===== config.mk =====
export PLATFORM = sky130hd
export DESIGN_NAME = tms_master
export DESIGN_NICKNAME = d
export VERILOG_FILES = /design/src/logic/tms_pkg.sv /design/src/logic/tms_sync_filt.sv /design/src/logic/tms_fifo.sv /design/src/logic/tms_master.sv
export SDC_FILE = /design/constraint.sdc
export NUM_CORES = 1
export LEC_CHECK = 0
export ABC_AREA = 0
export BUFFER_PORTS_ARGS = -buffer_cell sky130_fd_sc_hd__buf_2
export CAP_MARGIN = 20
export CORE_MARGIN = 4
export CORE_UTILIZATION = 45
export CTS_CLUSTER_SIZE = 40
export DETAILED_ROUTE_END_ITERATION = 7
export PLACE_DENSITY = 0.61
export SETUP_SLACK_MARGIN = 0.2
export SYNTH_ARGS = -nofsm -noshare
export SYNTH_HDL_FRONTEND = slang
export SYNTH_SLANG_ARGS = --single-unit

===== constraint.sdc =====
create_clock -name CLOCK -period 6.25 [get_ports CLOCK]
set_input_delay 1.25 -clock CLOCK [delete_from_list [all_inputs] [get_ports CLOCK]]
set_output_delay 1.25 -clock CLOCK [all_outputs]
set_load 0.05 [all_outputs]

===== src/logic/tms_pkg.sv =====
// shared constants and types of the two-wire master
package tms_pkg;
  localparam int CMD_W = 10;
  localparam int FIFO_DEPTH = 32;
  localparam int FILT_LEN = 3;
  localparam int NUM_IN = 3;
  localparam logic [3:0] LAST_DATA_IDX = 4'h7;
  localparam logic [3:0] ACK_IDX = 4'h8;
  localparam logic [3:0] CNT_RST = 4'h0;
  localparam logic PIN_DRIVE_LEVEL = 1'b0;
  localparam logic LINE_IDLE = 1'b1;

  typedef struct packed {
    logic tx;
    logic rx;
    logic [7:0] data;
  } tms_cmd_t;

  typedef enum logic [2:0] {
    ST_FREE = 3'b000,
    ST_START = 3'b001,
    ST_HOLD = 3'b010,
    ST_BYTE = 3'b011,
    ST_RSREL = 3'b100,
    ST_RSHI = 3'b101,
    ST_STOP1 = 3'b110,
    ST_STOP2 = 3'b111
  } tms_state_t;

  typedef struct packed {
    logic [3:0] cnt;
    logic [7:0] shift;
    logic is_tx;
    logic rx_after;
    logic rx_hold;
    logic start_req;
    logic stop_req;
    logic ack;
    logic rx_ready;
    logic [7:0] rx_data;
    logic txact;
    logic rxact;
    logic scl_seen;
    logic sda_low;
    logic scl_low;
    logic tx_empty;
    logic bclk_prev;
  } tms_core_t;

  // previous bit clock starts at the synchroniser's idle high, so reset makes no false edge
  localparam tms_core_t CORE_RST = '{bclk_prev: 1'b1, default: '0};
endpackage


===== src/logic/tms_sync_filt.sv =====
// input synchroniser with optional agreement filter
`timescale 1ns/1ps
`default_nettype none
module tms_sync_filt (
  input wire logic clk,
  input wire logic rst_n,
  input wire logic en,
  input wire logic filt_on,
  input wire logic pin,
  output logic q
);
  logic s1_r, s2_r, q_r, q_nxt;
  logic [tms_pkg::FILT_LEN-1:0] hist_r, hist_nxt;

  // with the filter on, a level changes only once all three recent samples agree
  always_comb begin
    hist_nxt = {hist_r[tms_pkg::FILT_LEN-2:0], s2_r};
    if (!filt_on)
      q_nxt = s2_r;
    else if (&hist_r)
      q_nxt = 1'b1;
    else if (~|hist_r)
      q_nxt = 1'b0;
    else
      q_nxt = q_r;
  end

  always_ff @(posedge clk or negedge rst_n) begin
    if (!rst_n) begin
      s1_r <= tms_pkg::LINE_IDLE;
      s2_r <= tms_pkg::LINE_IDLE;
      hist_r <= '1;
      q_r <= tms_pkg::LINE_IDLE;
    end else if (en) begin
      s1_r <= pin;
      s2_r <= s1_r;
      hist_r <= hist_nxt;
      q_r <= q_nxt;
    end
  end

  assign q = q_r;
endmodule
`default_nettype wire


===== src/logic/tms_fifo.sv =====
// command fifo with registered read data
`timescale 1ns/1ps
`default_nettype none
module tms_fifo #(
  parameter int W = 10,
  parameter int D = 32
) (
  input wire logic clk,
  input wire logic rst_n,
  input wire logic en,
  input wire logic in_valid,
  output logic in_ready,
  input wire logic [W-1:0] in_data,
  output logic out_valid,
  input wire logic out_ready,
  output logic [W-1:0] out_data
);
  localparam int AW = $clog2(D);
  logic [W-1:0] mem [D];
  logic [AW-1:0] wr_r, wr_nxt, rd_r, rd_nxt;
  logic [AW:0] cnt_r, cnt_nxt;
  logic ov_r, ov_nxt, push, load;
  logic [W-1:0] od_r, od_nxt;

  // depth must be a power of two, pointers wrap freely
  always_comb begin
    // the word waiting in the output register counts toward the depth
    in_ready = (cnt_r + (AW+1)'(ov_r)) != (AW+1)'(D);
    push = en && in_valid && in_ready;
    load = en && (cnt_r != '0) && (!ov_r || out_ready);
    wr_nxt = wr_r + AW'(push);
    rd_nxt = rd_r + AW'(load);
    cnt_nxt = cnt_r + (AW+1)'(push) - (AW+1)'(load);
    od_nxt = load ? mem[rd_r] : od_r;
    if (load)
      ov_nxt = 1'b1;
    else if (en && out_ready)
      ov_nxt = 1'b0;
    else
      ov_nxt = ov_r;
  end

  always_ff @(posedge clk or negedge rst_n) begin
    if (!rst_n) begin
      wr_r <= '0;
      rd_r <= '0;
      cnt_r <= '0;
      ov_r <= 1'b0;
      od_r <= '0;
    end else begin
      wr_r <= wr_nxt;
      rd_r <= rd_nxt;
      cnt_r <= cnt_nxt;
      ov_r <= ov_nxt;
      od_r <= od_nxt;
    end
  end

  always_ff @(posedge clk) begin
    if (push) begin
      mem[wr_r] <= in_data;
    end
  end

  assign out_valid = ov_r;
  assign out_data = od_r;
endmodule
`default_nettype wire


===== src/logic/tms_master.sv =====
// single-master two-wire bus controller
`timescale 1ns/1ps
`default_nettype none
module tms_master (
  input wire logic CLOCK,
  input wire logic RESETN,
  input wire logic CE,
  input wire logic MASTER_ENABLE,
  input wire logic NOISE_FILTER_ON,
  input wire logic BIT_CLOCK,
  input wire logic START_REQUEST_SET,
  input wire logic STOP_REQUEST_SET,
  input wire logic CMD_VALID,
  output logic CMD_READY,
  input wire tms_pkg::tms_cmd_t CMD,
  input wire logic ACK_SETTING,
  input wire logic RX_READ,
  output logic START_REQUEST,
  output logic STOP_REQUEST,
  output logic TRANSMIT_REQUEST,
  output logic RECEIVE_REQUEST,
  output logic ACK_BIT,
  output logic TX_ACTIVE_FLAG,
  output logic RX_ACTIVE_FLAG,
  output logic RX_BYTE_READY,
  output logic [7:0] SHIFT_DATA_BYTE,
  output logic TX_EMPTY_EVENT,
  output logic BUS_BUSY,
  input wire logic SERIAL_DATA_PIN_I,
  output logic SERIAL_DATA_PIN_O,
  output logic SERIAL_DATA_PIN_OE,
  input wire logic SERIAL_CLOCK_PIN_I,
  output logic SERIAL_CLOCK_PIN_O,
  output logic SERIAL_CLOCK_PIN_OE
);
  tms_pkg::tms_state_t state_r, state_nxt;
  tms_pkg::tms_core_t c_r, c_nxt;
  tms_pkg::tms_cmd_t head;
  logic head_v, pop, rise_ev, fall_ev, sda_f, scl_f, bclk_s;
  logic [tms_pkg::NUM_IN-1:0] raw_in, filt_sel, cond_q;

  function automatic logic bit_pull(input logic is_tx, input logic v);
    return is_tx & ~v;
  endfunction

  ////////////////////////////////////////////////////////////////////////
  // pin conditioning; the bit clock is only synchronised, never filtered

  assign raw_in = {BIT_CLOCK, SERIAL_CLOCK_PIN_I, SERIAL_DATA_PIN_I};
  assign filt_sel = {1'b0, NOISE_FILTER_ON, NOISE_FILTER_ON};

  genvar gi;
  generate
    for (gi = 0; gi < tms_pkg::NUM_IN; gi++) begin : g_in
      tms_sync_filt u_cond (
        .clk(CLOCK),
        .rst_n(RESETN),
        .en(CE),
        .filt_on(filt_sel[gi]),
        .pin(raw_in[gi]),
        .q(cond_q[gi])
      );
    end
  endgenerate

  assign sda_f = cond_q[0];
  assign scl_f = cond_q[1];
  assign bclk_s = cond_q[2];

  // timer edges pace everything, gated off while disabled
  assign rise_ev = CE && MASTER_ENABLE && bclk_s && !c_r.bclk_prev;
  assign fall_ev = CE && MASTER_ENABLE && !bclk_s && c_r.bclk_prev;

  ////////////////////////////////////////////////////////////////////////
  // byte commands; a full queue back-pressures software

  tms_fifo #(
    .W(tms_pkg::CMD_W),
    .D(tms_pkg::FIFO_DEPTH)
  ) u_fifo (
    .clk(CLOCK),
    .rst_n(RESETN),
    .en(CE),
    .in_valid(CMD_VALID),
    .in_ready(CMD_READY),
    .in_data(CMD),
    .out_valid(head_v),
    .out_ready(pop),
    .out_data(head)
  );

  ////////////////////////////////////////////////////////////////////////
  // bus sequencer

  always_comb begin
    state_nxt = state_r;
    c_nxt = c_r;
    pop = 1'b0;
    c_nxt.tx_empty = 1'b0;
    c_nxt.bclk_prev = bclk_s;
    if (c_r.scl_low)
      c_nxt.scl_seen = 1'b0;
    else if (scl_f)
      c_nxt.scl_seen = 1'b1;
    if (RX_READ)
      c_nxt.rx_ready = 1'b0;
    if (!MASTER_ENABLE) begin
      // queued requests survive, line activity does not
      state_nxt = tms_pkg::ST_FREE;
      c_nxt.sda_low = 1'b0;
      c_nxt.scl_low = 1'b0;
      c_nxt.txact = 1'b0;
      c_nxt.rxact = 1'b0;
      c_nxt.rx_after = 1'b0;
      c_nxt.rx_hold = 1'b0;
    end else begin
      case (state_r)
        tms_pkg::ST_FREE: begin
          if (fall_ev && c_r.start_req) begin
            c_nxt.sda_low = 1'b1;
            state_nxt = tms_pkg::ST_START;
          end
        end
        tms_pkg::ST_START: begin
          if (fall_ev) begin
            c_nxt.scl_low = 1'b1;
            c_nxt.start_req = 1'b0;
            state_nxt = tms_pkg::ST_HOLD;
          end
        end
        tms_pkg::ST_HOLD: begin
          // clock stays low here, pausing the bus
          if (fall_ev) begin
            if (head_v) begin
              pop = 1'b1;
              c_nxt.cnt = tms_pkg::CNT_RST;
              state_nxt = tms_pkg::ST_BYTE;
              if (head.tx) begin
                c_nxt.shift = head.data;
                c_nxt.sda_low = bit_pull(1'b1, head.data[7]);
                c_nxt.is_tx = 1'b1;
                c_nxt.txact = 1'b1;
                c_nxt.tx_empty = 1'b1;
                c_nxt.rx_after = head.rx;
              end else begin
                c_nxt.is_tx = 1'b0;
                c_nxt.sda_low = 1'b0;
                c_nxt.rxact = 1'b1;
                c_nxt.rx_hold = 1'b1;
              end
            end else if (c_r.start_req) begin
              c_nxt.sda_low = 1'b0;
              state_nxt = tms_pkg::ST_RSREL;
            end else if (c_r.stop_req) begin
              c_nxt.sda_low = 1'b1;
              state_nxt = tms_pkg::ST_STOP1;
            end
          end
        end
        tms_pkg::ST_BYTE: begin
          // a low clock line after release stalls the bit
          if (fall_ev && c_r.scl_seen) begin
            c_nxt.cnt = c_r.cnt + 4'h1;
            c_nxt.scl_low = 1'b1;
            c_nxt.shift = {c_r.shift[6:0], sda_f};
            if (!c_r.is_tx && c_r.cnt == tms_pkg::CNT_RST)
              c_nxt.rx_hold = 1'b0;
            if (c_r.cnt == tms_pkg::LAST_DATA_IDX) begin
              c_nxt.sda_low = !c_r.is_tx && !ACK_SETTING;
              if (!c_r.is_tx) begin
                c_nxt.rx_data = {c_r.shift[6:0], sda_f};
                c_nxt.rx_ready = 1'b1;
                c_nxt.rxact = 1'b0;
              end
            end else if (c_r.cnt == tms_pkg::ACK_IDX) begin
              c_nxt.sda_low = 1'b0;
              if (c_r.is_tx) begin
                c_nxt.ack = sda_f;
                c_nxt.txact = 1'b0;
              end
              if (c_r.rx_after) begin
                c_nxt.is_tx = 1'b0;
                c_nxt.rxact = 1'b1;
                c_nxt.rx_hold = 1'b1;
                c_nxt.rx_after = 1'b0;
                c_nxt.cnt = tms_pkg::CNT_RST;
              end else begin
                state_nxt = tms_pkg::ST_HOLD;
              end
            end else begin
              c_nxt.sda_low = bit_pull(c_r.is_tx, c_r.shift[6]);
            end
          end else if (rise_ev) begin
            c_nxt.scl_low = 1'b0;
          end
        end
        tms_pkg::ST_RSREL: begin
          if (rise_ev) begin
            c_nxt.scl_low = 1'b0;
            state_nxt = tms_pkg::ST_RSHI;
          end
        end
        tms_pkg::ST_RSHI: begin
          if (fall_ev && c_r.scl_seen) begin
            c_nxt.sda_low = 1'b1;
            state_nxt = tms_pkg::ST_START;
          end
        end
        tms_pkg::ST_STOP1: begin
          if (rise_ev) begin
            c_nxt.scl_low = 1'b0;
            state_nxt = tms_pkg::ST_STOP2;
          end
        end
        tms_pkg::ST_STOP2: begin
          if (fall_ev && c_r.scl_seen) begin
            c_nxt.sda_low = 1'b0;
            c_nxt.stop_req = 1'b0;
            state_nxt = tms_pkg::ST_FREE;
          end
        end
        default: begin
          state_nxt = tms_pkg::ST_FREE;
        end
      endcase
    end
    // a request arriving with its own clear is kept
    if (START_REQUEST_SET)
      c_nxt.start_req = 1'b1;
    if (STOP_REQUEST_SET)
      c_nxt.stop_req = 1'b1;
  end

  always_ff @(posedge CLOCK or negedge RESETN) begin
    if (!RESETN) begin
      state_r <= tms_pkg::ST_FREE;
      c_r <= tms_pkg::CORE_RST;
    end else if (CE) begin
      state_r <= state_nxt;
      c_r <= c_nxt;
    end
  end

  ////////////////////////////////////////////////////////////////////////
  // outputs; pins only ever pull low

  assign SERIAL_DATA_PIN_O = tms_pkg::PIN_DRIVE_LEVEL;
  assign SERIAL_CLOCK_PIN_O = tms_pkg::PIN_DRIVE_LEVEL;
  assign SERIAL_DATA_PIN_OE = c_r.sda_low;
  assign SERIAL_CLOCK_PIN_OE = c_r.scl_low;
  assign START_REQUEST = c_r.start_req;
  assign STOP_REQUEST = c_r.stop_req;
  assign TRANSMIT_REQUEST = head_v && head.tx;
  assign RECEIVE_REQUEST = c_r.rx_hold || c_r.rx_after || (head_v && head.rx);
  assign ACK_BIT = c_r.ack;
  assign TX_ACTIVE_FLAG = c_r.txact;
  assign RX_ACTIVE_FLAG = c_r.rxact;
  assign RX_BYTE_READY = c_r.rx_ready;
  assign SHIFT_DATA_BYTE = c_r.rx_data;
  assign TX_EMPTY_EVENT = c_r.tx_empty;
  assign BUS_BUSY = state_r != tms_pkg::ST_FREE;
endmodule
`default_nettype wire


==> run metrics, run 1 <==
status complete, no violations; post-synthesis async set-or-reset flop share 19.6%; Synth area leader edfxtp_1; vias 8,273; register area share after synthesis 70.7%; final cell utilization of the core 50.6%; fmax 262 MHz; CTS Sinks 398; antenna viol nets, final 0; drt drc 0; Die W 199 microns; final worst path period share 61.0%; Largest stage delay, worst path 0.50 ns; # rows 69; Die Y 199 microns; vias in the first global route 8,288; cell depth of the worst hold path 2; synth top area cells edfxtp_1 (59%), mux4_2 (11%), dfrtp_1 (9.5%), mux2_2 (2.9%), dfstp_2 (2.6%); post-CTS sizing 0; Initial Util 45.8%; setup violators final 0; Clock Root Buffer clkbuf_16; half-perimeter wire length after placement 21,400 microns; Hold Path End RX_BYTE_READY$_DFFE_PN0P_; RSZ-0062 raised after global routing false; setup bufs post-CTS 0; initial antenna violation count 0; WP data arrival 4.23 ns; maximum vdd drop 0.223 mV; number of DRC markers in iteration 0 655; CP Class in -> reg; min Tclk post-route 3.81 ns; TritonCTS buffer count 40; Cell Chain, Critical Path buf_2, nand4b_1, or3_1, a21oi_2, buf_4, ha_1, inv_1, ha_1, inv_1, fa_1, inv_1, a21oi_1, nor2_1, nor2_1, xnor2_1; total global routing overflow 0; maximum fanout along the worst path 32; cts hold-fix bufs 0; clock slew at the register clock pins of the worst setup and hold paths 0.06 ns; RR Startpoint u_fifo.out_valid$_DFFE_PN0P_; Pre-antenna DRT Iters 5; Lkg Pwr 6.20 nW; nets@finish 992; Core Region 35,700 sq um; Netlist cell types 60; pins over their slew limit 0; number of diodes 0; Post-synth top flop edfxtp_1; yosys warns 0; gr usage total 17.6%; Avg WL per Cell 23.8 microns; top-area cell type share of the netlist area 58.7%; setup_tns 0 ns; Hold Path Origin RX_BYTE_READY$_DFFE_PN0P_; Power Total 7.47 mW; Vias/cell 5.78; first-pass GRT wire length 52,700 microns; r2r setup slk 2.64 ns; Slowest-stage cell, CP buf_2; H-tree depth 2; Fin. Hold Viols 0; Die Footprint 39,500 sq um; clock skew 0.0217 ns; IO Port Bufs 43; Clock Path Buffers 3; RR Endpoint u_fifo.mem[15][4]$_DFFE_PP_; Routed WL 34,000 microns; largest net degree at the start of global routing 79; Area Growth Syn to Fin 10.4%; Post-synth EDFFs 320; CP Launch Point CE; Yosys reg bits 398; mapped cell area 16,400 sq um; Pwr Density 413 nW/um^2; Synth Area per Inst 17.9 sq um; worst hold path class reg -> reg; Ports 46; most frequent CP cell inv_1; design area 18,100 sq um; placer's final routability congestion estimate 0.839; startpoint class of the critical path primary input; top-count cell post-synth edfxtp_1; maxcap violations 0; Post-Place Setup Slack 1.90 ns; Worst slew margin 28.7%; proportion of layout cells with a drive suffix above 1 26.5%; Post-DP Area 16,900 sq um; cell count after synthesis 915; Synth top cells by count edfxtp_1 (320), mux4_2 (80), nor2_1 (63); final worst slack 2.44 ns; CP required 6.66 ns; Slew @ Worst Pin 1.06 ns; CTS tree done; Worst Setup End Kind register; Reg2Reg Depth 7; clock insertion delay at the later pin of the skew report 0.54 ns
==> logic make-up after synthesis <==
kind of cell	count (synthesis)	synth area share, %
compound gates	128	5.71
other cells	1	0.0229
fa+ha+maj	20	1.57
simple gates	147	4.45
xor+xnor	14	0.749
flops	398	70.7
mux	130	14.4
buf+inv	77	2.42
==> power breakdown <==
group | leakage, nW | internal [mW] | switching [mW]
Clock | 0.571 | 1.21 | 0.946
Combinational | 1.81 | 0.908 | 1.03
Sequential | 3.82 | 3.10 | 0.270
==> worst max path at each step <==
| stage | endpoint | cells past startpoint |
|---|---|---|
| 2_1_floorplan | u_fifo.cnt_r[4]$_DFF_PN0_ | 14 |
| 3_3_place_gp | u_fifo.cnt_r[4]$_DFF_PN0_ | 15 |
| 3_5_place_dp | u_fifo.cnt_r[4]$_DFF_PN0_ | 15 |
| 4_1_cts | u_fifo.cnt_r[4]$_DFF_PN0_ | 15 |
| 5_1_grt | u_fifo.cnt_r[4]$_DFF_PN0_ | 15 |
| 6_report | u_fifo.cnt_r[4]$_DFF_PN0_ | 15 |
==> layout by cell type, fill, tap and decap left out, drive strengths merged, types with 12 or more instances in the layout <==
cell,netlist,layout
dfstp,16,16
nor2,63,63
dfrtp,62,62
clkinv,0,12
nand2,23,23
a21oi,46,46
mux2,43,43
mux4,80,80
o21ai,18,18
ha,19,19
inv,20,21
clkbuf,24,49
a22o,23,23
edfxtp,320,320
buf,33,48
==> per-layer routing <==
metal	GRT usage, %	part of all wire [%]	vias to the layer above
met2	25.6	44	318
li1	-	-	3679
met4	5.85	3.1	0
met1	27.4	46	4214
met5	0	0	-
met3	2.79	6.3	62
==> final cells by class <==
type,count,area (sq um)
fill,2914,17600
sequential,398,11600
multi-input combinational,441,4420
clock buffer,49,1070
tap,461,577
timing repair buffer,48,263
clock inverter,14,106
inverter,20,75.1
==> sequential cells by signal, summed over array words and instances, names as in the netlist, 3 cells and up <==
register / count
state_r: 3
g_in.u_cond.s2_r: 3
u_fifo.out_data: 10
u_fifo.wr_r: 5
SHIFT_DATA_BYTE: 8
g_in.u_cond.q: 3
g_in.u_cond.hist_r: 6
c_r: 16
u_fifo.rd_r: 5
u_fifo.mem: 320
g_in.u_cond.s1_r: 3
u_fifo.cnt_r: 6
==> through the flow <==
stage          hold WS [ns]  cells
6_report              0.474   1431
5_1_grt               0.494   1431
4_1_cts               0.478   1430
2_1_floorplan         0.450    916
3_5_place_dp          0.463   1367
3_3_place_gp          0.457   1367
==> critical path: cells and delay by family <==
family          cells  cell delay, ns
compound gates      2            0.23
buf+inv             5            0.94
simple gates        4            0.83
xor+xnor            1            0.11
fa+ha+maj           3            0.83
No activity file was read; power rests on OpenSTA's default activity.
==> inputs of run 2 (changes only) <==
--- a/config.mk
+++ b/config.mk
@@ -5,14 +5,14 @@
 export SDC_FILE = /design/constraint.sdc
 export NUM_CORES = 1
 export LEC_CHECK = 0
-export ABC_AREA = 0
+export ABC_AREA = 1
 export BUFFER_PORTS_ARGS = -buffer_cell sky130_fd_sc_hd__buf_2
 export CAP_MARGIN = 20
 export CORE_MARGIN = 4
 export CORE_UTILIZATION = 45
 export CTS_CLUSTER_SIZE = 40
 export DETAILED_ROUTE_END_ITERATION = 7
-export PLACE_DENSITY = 0.61
+export PLACE_DENSITY = 0.63
 export SETUP_SLACK_MARGIN = 0.2
 export SYNTH_ARGS = -nofsm -noshare
 export SYNTH_HDL_FRONTEND = slang
==> constraint.sdc (replaced) <==
create_clock -name CLOCK -period 3.3 [get_ports CLOCK]
set_input_delay 0.66 -clock CLOCK [delete_from_list [all_inputs] [get_ports CLOCK]]
set_output_delay 0.66 -clock CLOCK [all_outputs]
set_load 0.05 [all_outputs]
==> run 2 against run 1 <==
Effect of this change:
- critical path depth is 10 lower
- non-clock buffer count is 50 higher
- power increased by 110%
- largest cell class unchanged
- worst setup slack got worse by 2.1 ns
- register-to-register slack worse by 2.2 ns
- final area is 11% higher
- via count up 47%
==> run metrics, run 2 <==
setup_tns 0 ns; CP Class reg -> out; RSZ-0062 raised after global routing true; largest net degree at the start of global routing 172; Post-synth top flop edfxtp_1; most frequent cells in the layout nand2_1 (562), edfxtp_1 (320), nand3_1 (231), inv_1 (202), nor2_1 (115); CTS tree done; Synth Area per Inst 10.0 sq um; vias in the first global route 11,700; maximum fanout along the worst path 8; cell count after synthesis 1,775; Slew @ Worst Pin 0.948 ns; switching power 5.36 mW; number of flip-flops in the largest register 320; cts hold-fix bufs 0; top-area cell type share of the netlist area 54.1%; # rows 72; half-perimeter wire length after placement 25,500 microns; pins over their slew limit 0; startpoint class of the critical path register; RR Startpoint u_fifo.out_valid$_DFFE_PN0P_; fillers 3,494; synth top area cells edfxtp_1 (54%), nand2_1 (12%), dfrtp_1 (8.7%), nand3_1 (6.5%), inv_1 (4.3%); TritonCTS buffer count 42; nets@finish 1,873; clock share of power 31.8%; drt drc 0; initial antenna violation count 1; Clock Root Buffer clkbuf_16; most common cell after layout, fill and taps aside nand2_1; Vias/cell 5.09; total global routing overflow 0; Die Footprint 42,700 sq um; Biggest register u_fifo.mem; CP Launch Point u_fifo.out_valid$_DFFE_PN0P_; CP required 2.64 ns; Synth top cells by count nand2_1 (562), edfxtp_1 (320), nand3_1 (231); mapped cell area 17,800 sq um; top-count cell post-synth nand2_1; Pre-antenna DRT Iters 7; fmax 337 MHz; Ports 46; Yosys reg bits 398; Clock Path Buffers 3; Lkg Pwr 8.44 nW; number of DRC markers in iteration 0 1,106; yosys warns 0; Power Total 15.5 mW; Worst Setup End Kind primary output; Post-synth EDFFs 320; IO Port Bufs 43; sequential power share 39.6%; Die Y 207 microns; register area share after synthesis 65.2%; placer's final routability congestion estimate 0.890; Netlist cell types 43; P_int 10.2 mW; worst hold path class in -> async; Area Growth Syn to Fin 13.1%; clock skew 0.0267 ns; Die W 207 microns; Core Region 38,800 sq um; setup violators final 0; final worst path period share 89.9%; vias 12,100; Worst slew margin 36.8%; Avg WL per Cell 17.6 microns; Initial Util 45.8%; Synth area leader edfxtp_1; first-pass GRT wire length 66,000 microns; proportion of layout cells with a drive suffix above 1 11.9%; min Tclk post-route 2.97 ns; CTS Sinks 398; H-tree depth 2; post-synthesis async set-or-reset flop share 19.6%; maximum vdd drop 0.534 mV; antenna viol nets, final 0; Pwr Density 772 nW/um^2; number of diodes 0; Fin. Hold Viols 0; Routed WL 42,000 microns; WP data arrival 2.31 ns; clock slew at the register clock pins of the worst setup and hold paths 0.06 ns; gr usage total 19.9%; switching part of the total 34.5%; Comb pwr share 28.6%; maxcap violations 0; status complete, no violations; clock insertion delay at the later pin of the skew report 0.55 ns
-- run 2: final cells by class --
class | count | area, sq um | area share [%]
Clock buffer | 53 | 1120 | 5.58
Clock inverter | 25 | 329 | 1.64
Inverter | 209 | 788 | 3.92
Multi-Input combinational cell | 1081 | 4950 | 24.6
Sequential cell | 398 | 11600 | 57.6
Tap cell | 518 | 648 | 3.22
Timing Repair Buffer | 98 | 674 | 3.35
-- run 2: through the flow --
| stage | cells | utilization (%) | hold slack [ns] | cell area (sq um) | setup slack (ns) |
|---|---|---|---|---|---|
| final | 2382 | 51.8 | 0.160 | 20100 | 0.335 |
| after floorplan | 1776 | - | 0.364 | 17800 | 0.203 |
| after global placement | 2303 | 48.0 | 0.452 | 18600 | 0.397 |
| after CTS | 2381 | 51.7 | 0.155 | 20100 | 0.212 |
| after global routing | 2382 | 51.8 | 0.191 | 20100 | 0.166 |
| after detailed placement | 2303 | 48.0 | 0.454 | 18600 | 0.362 |
-- run 2: cells by family (layout without fill, tap and decap cells) --
family / Yosys count / count (layout) / synth area share, %
xor gates and xnor gates: 13 / 13 / 0.641
and+or+nand+nor: 940 / 940 / 22.3
DFF: 398 / 398 / 65.2
other: 1 / 2 / 0.0211
adders and majority gates: 20 / 20 / 1.45
buffers and inverters: 297 / 385 / 7.00
AOI/OAI and AO/OA: 106 / 106 / 3.47
-- run 2: per-layer routing --
metal	wire length, microns	GRT usage, %	vias to the layer above
met2	19200	31.4	392
li1	-	-	5917
met4	1210	5.93	2
met5	13	0	-
met3	2890	3.19	79
met1	18800	28.7	5740
-- run 2: path summary, 6_finish.rpt --
| check | cells past startpoint | slack, ns | endpoint |
|---|---|---|---|
| setup / recovery | 5 | 0.33 | CMD_READY |
| hold / removal | 1 | 0.16 | SERIAL_DATA_PIN_OE$_DFFE_PN0P_ |
| setup reg to reg | 14 | 0.43 | u_fifo.cnt_r[4]$_DFF_PN0_ |
| hold reg to reg | 2 | 0.46 | RX_ACTIVE_FLAG$_DFFE_PN0P_ |
| max in group asynchronous | 2 | 2.38 | g_in[0].u_cond.s2_r$_DFFE_PN1P_ |
| min in group CLOCK | 3 | 0.30 | g_in[0].u_cond.s1_r$_DFFE_PN1P_ |
-- run 2: repair_timing --
item                                    CTS  global route
endpoints found under the setup margin    0             2
hold endpoints to repair                  0             0
resized for setup                         0             4
setup buffers                             0             1
-- run 2: power by group through the flow --
stage	registers [mW]	clock network, mW	logic (mW)
3_5_place_dp	6.24	0	4.43
4_1_cts	6.14	5.02	4.45
6_report	6.15	4.93	4.44
3_3_place_gp	6.23	0	4.38
5_1_grt	6.19	5.28	5.03
2_1_floorplan	6.22	0	3.24
-- run 2: critical path, cell delays in order, from the launching register on --
cell,delay (ns)
dfrtp_2,0.46
ha_1,0.24
ha_1,0.27
a211oi_1,0.23
nand4_1,0.29
buf_6,0.26
==> inputs of run 3 (changes only) <==
--- a/config.mk
+++ b/config.mk
@@ -6,13 +6,14 @@
 export NUM_CORES = 1
 export LEC_CHECK = 0
 export ABC_AREA = 1
-export BUFFER_PORTS_ARGS = -buffer_cell sky130_fd_sc_hd__buf_2
 export CAP_MARGIN = 20
 export CORE_MARGIN = 4
-export CORE_UTILIZATION = 45
+export CORE_UTILIZATION = 57
 export CTS_CLUSTER_SIZE = 40
 export DETAILED_ROUTE_END_ITERATION = 7
-export PLACE_DENSITY = 0.63
+export DONT_BUFFER_PORTS = 1
+export GPL_ROUTABILITY_DRIVEN = 1
+export PLACE_DENSITY = 0.75
 export SETUP_SLACK_MARGIN = 0.2
 export SYNTH_ARGS = -nofsm -noshare
 export SYNTH_HDL_FRONTEND = slang
==> run 3 against run 2 <==
Effect of this change:
- combinational power fell by 5.0%
- register-to-register slack improved by 0.03 ns
- critical path depth did not move
- clock skew rose by 0.0037 ns
- final area fell by 2.3%
- via count rose by 0.53%
- clock power fell by 4.3%
- power fell by 2.3%
==> run metrics, run 3 (synthesis results as in run 2) <==
total global routing overflow 0; vias in the first global route 11,900; first-pass GRT wire length 64,000 microns; Fin. Hold Viols 0; largest net degree at the start of global routing 172; setup violators final 0; worst hold path class in -> async; # rows 64; Power Total 15.2 mW; Routed WL 40,200 microns; Ports 46; CP required 2.64 ns; CP Class reg -> out; Slew @ Worst Pin 0.795 ns; Avg WL per Cell 18.2 microns; drt drc 0; Cell Chain, Critical Path ha_1, ha_1, a211oi_1, nand4_1, buf_4; nets@finish 1,825; Pwr Density 773 nW/um^2; vias 12,200; number of diodes 0; WP data arrival 2.22 ns; Clock Path Buffers 3; Lkg Pwr 8.20 nW; RSZ-0062 raised after global routing false; clock skew 0.0304 ns; initial antenna violation count 0; CTS tree done; pins over their slew limit 0; clock insertion delay at the later pin of the skew report 0.55 ns; Largest stage delay, worst path 0.48 ns; H-tree depth 2; startpoint class of the critical path register; antenna viol nets, final 0; Core Region 30,700 sq um; placer's final routability congestion estimate 0.892; TritonCTS buffer count 41; status complete, no violations; Die Footprint 34,100 sq um; Vias/cell 5.52; most common cell after layout, fill and taps aside nand2_1; proportion of layout cells with a drive suffix above 1 9.04%; most frequent CP cell ha_1; IO Port Bufs 0; Slowest-stage cell, CP dfrtp_1; Biggest register u_fifo.mem; clock slew at the register clock pins of the worst setup and hold paths 0.06 ns; Area Growth Syn to Fin 10.5%; min Tclk post-route 2.88 ns; r2r setup slk 0.46 ns; Die W 185 microns; gr usage total 24.0%; Pre-antenna DRT Iters 6; fmax 347 MHz; final worst path period share 87.4%; number of DRC markers in iteration 0 1,319; half-perimeter wire length after placement 24,400 microns; Initial Util 58.0%; setup_tns 0 ns; Clock Root Buffer clkbuf_16; Worst slew margin 46.9%; maximum fanout along the worst path 8; maxcap violations 0; number of flip-flops in the largest register 320; Die Y 185 microns; CTS Sinks 398; most frequent cells in the layout nand2_1 (562), edfxtp_1 (320), nand3_1 (231), inv_1 (202), nor2_1 (115); maximum vdd drop 0.812 mV; post-CTS sizing 0; Worst Setup End Kind primary output
run 3: cell count changes in the layout (fill, tap and decap cells not counted), sizes merged:
| cell | before | now |
|---|---|---|
| buf | 98 | 51 |
| clkbuf | 53 | 56 |
| bufinv | 7 | 5 |
| clkinvlp | 4 | 2 |
| inv | 210 | 209 |
run 3: worst max-delay path: cells and delay by family, from the launching register on:
kind / cells / cell delay, ns
buffers and inverters: 1 / 0.26
AO/OA/AOI/OAI: 1 / 0.21
AND/OR/NAND/NOR: 1 / 0.21
adder cells (fa/ha/maj): 2 / 0.55
flip-flops: 1 / 0.48
run 3: cell type report:
cell class / instances / area (sq um)
Multi-Input combinational cell: 1081 / 4950
Timing Repair Buffer: 51 / 428
Tap cell: 396 / 495
Clock inverter: 20 / 251
Inverter: 209 / 788
Fill cell: 2357 / 11000
Sequential cell: 398 / 11600
Clock buffer: 56 / 1130
run 3: report_power, final:
| part | total, mW | internal (mW) | leakage, nW | switching [mW] |
|---|---|---|---|---|
| Combinational | 4.22 | 1.29 | 3.72 | 2.93 |
| Clock | 4.72 | 2.82 | 0.667 | 1.90 |
| Sequential | 6.23 | 5.85 | 3.81 | 0.378 |
run 3: final timing paths:
path / depth (start not counted) / startpoint / end
setup / recovery: 5 / u_fifo.out_valid$_DFFE_PN0P_ / CMD_READY
hold / removal: 1 / RESETN / u_fifo.out_data[1]$_DFFE_PN0P_
setup reg to reg: 14 / u_fifo.out_valid$_DFFE_PN0P_ / u_fifo.cnt_r[4]$_DFF_PN0_
hold reg to reg: 2 / g_in[1].u_cond.s1_r$_DFFE_PN1P_ / g_in[1].u_cond.s1_r$_DFFE_PN1P_
max in group asynchronous: 1 / RESETN / g_in[0].u_cond.hist_r[0]$_DFFE_PN1P_
min in group CLOCK: 0 / CMD[6] / u_fifo.mem[13][6]$_DFFE_PP_
run 3: per-stage QoR:
| stage | hold WS [ns] | setup slack (ns) | cell area [sq um] | cells | utilization (%) |
|---|---|---|---|---|---|
| after floorplan | 0.364 | 0.203 | 17800 | 1776 | - |
| after global placement | 0.366 | 0.443 | 18200 | 2133 | 59.4 |
| after CTS | 0.0107 | 0.203 | 19600 | 2210 | 64.0 |
| after detailed placement | 0.366 | 0.364 | 18200 | 2133 | 59.4 |
| after global routing | 0.0419 | 0.226 | 19600 | 2211 | 64.0 |
| final | 0.0285 | 0.415 | 19600 | 2211 | 64.0 |
run 3: repair_timing:
item                                   CTS  global route
setup endpoints to repair                0             2
buffers inserted                         0             1
endpoints found under the hold margin   78             0
hold buffers                             1             0
run 3: routing by layer:
layer	vias up	routed length [microns]	track usage (%)
li1	5807	-	-
met3	101	3090	3.69
met5	-	0	0
met1	5780	16700	32.9
met2	506	19200	39.7
met4	0	1190	7.60
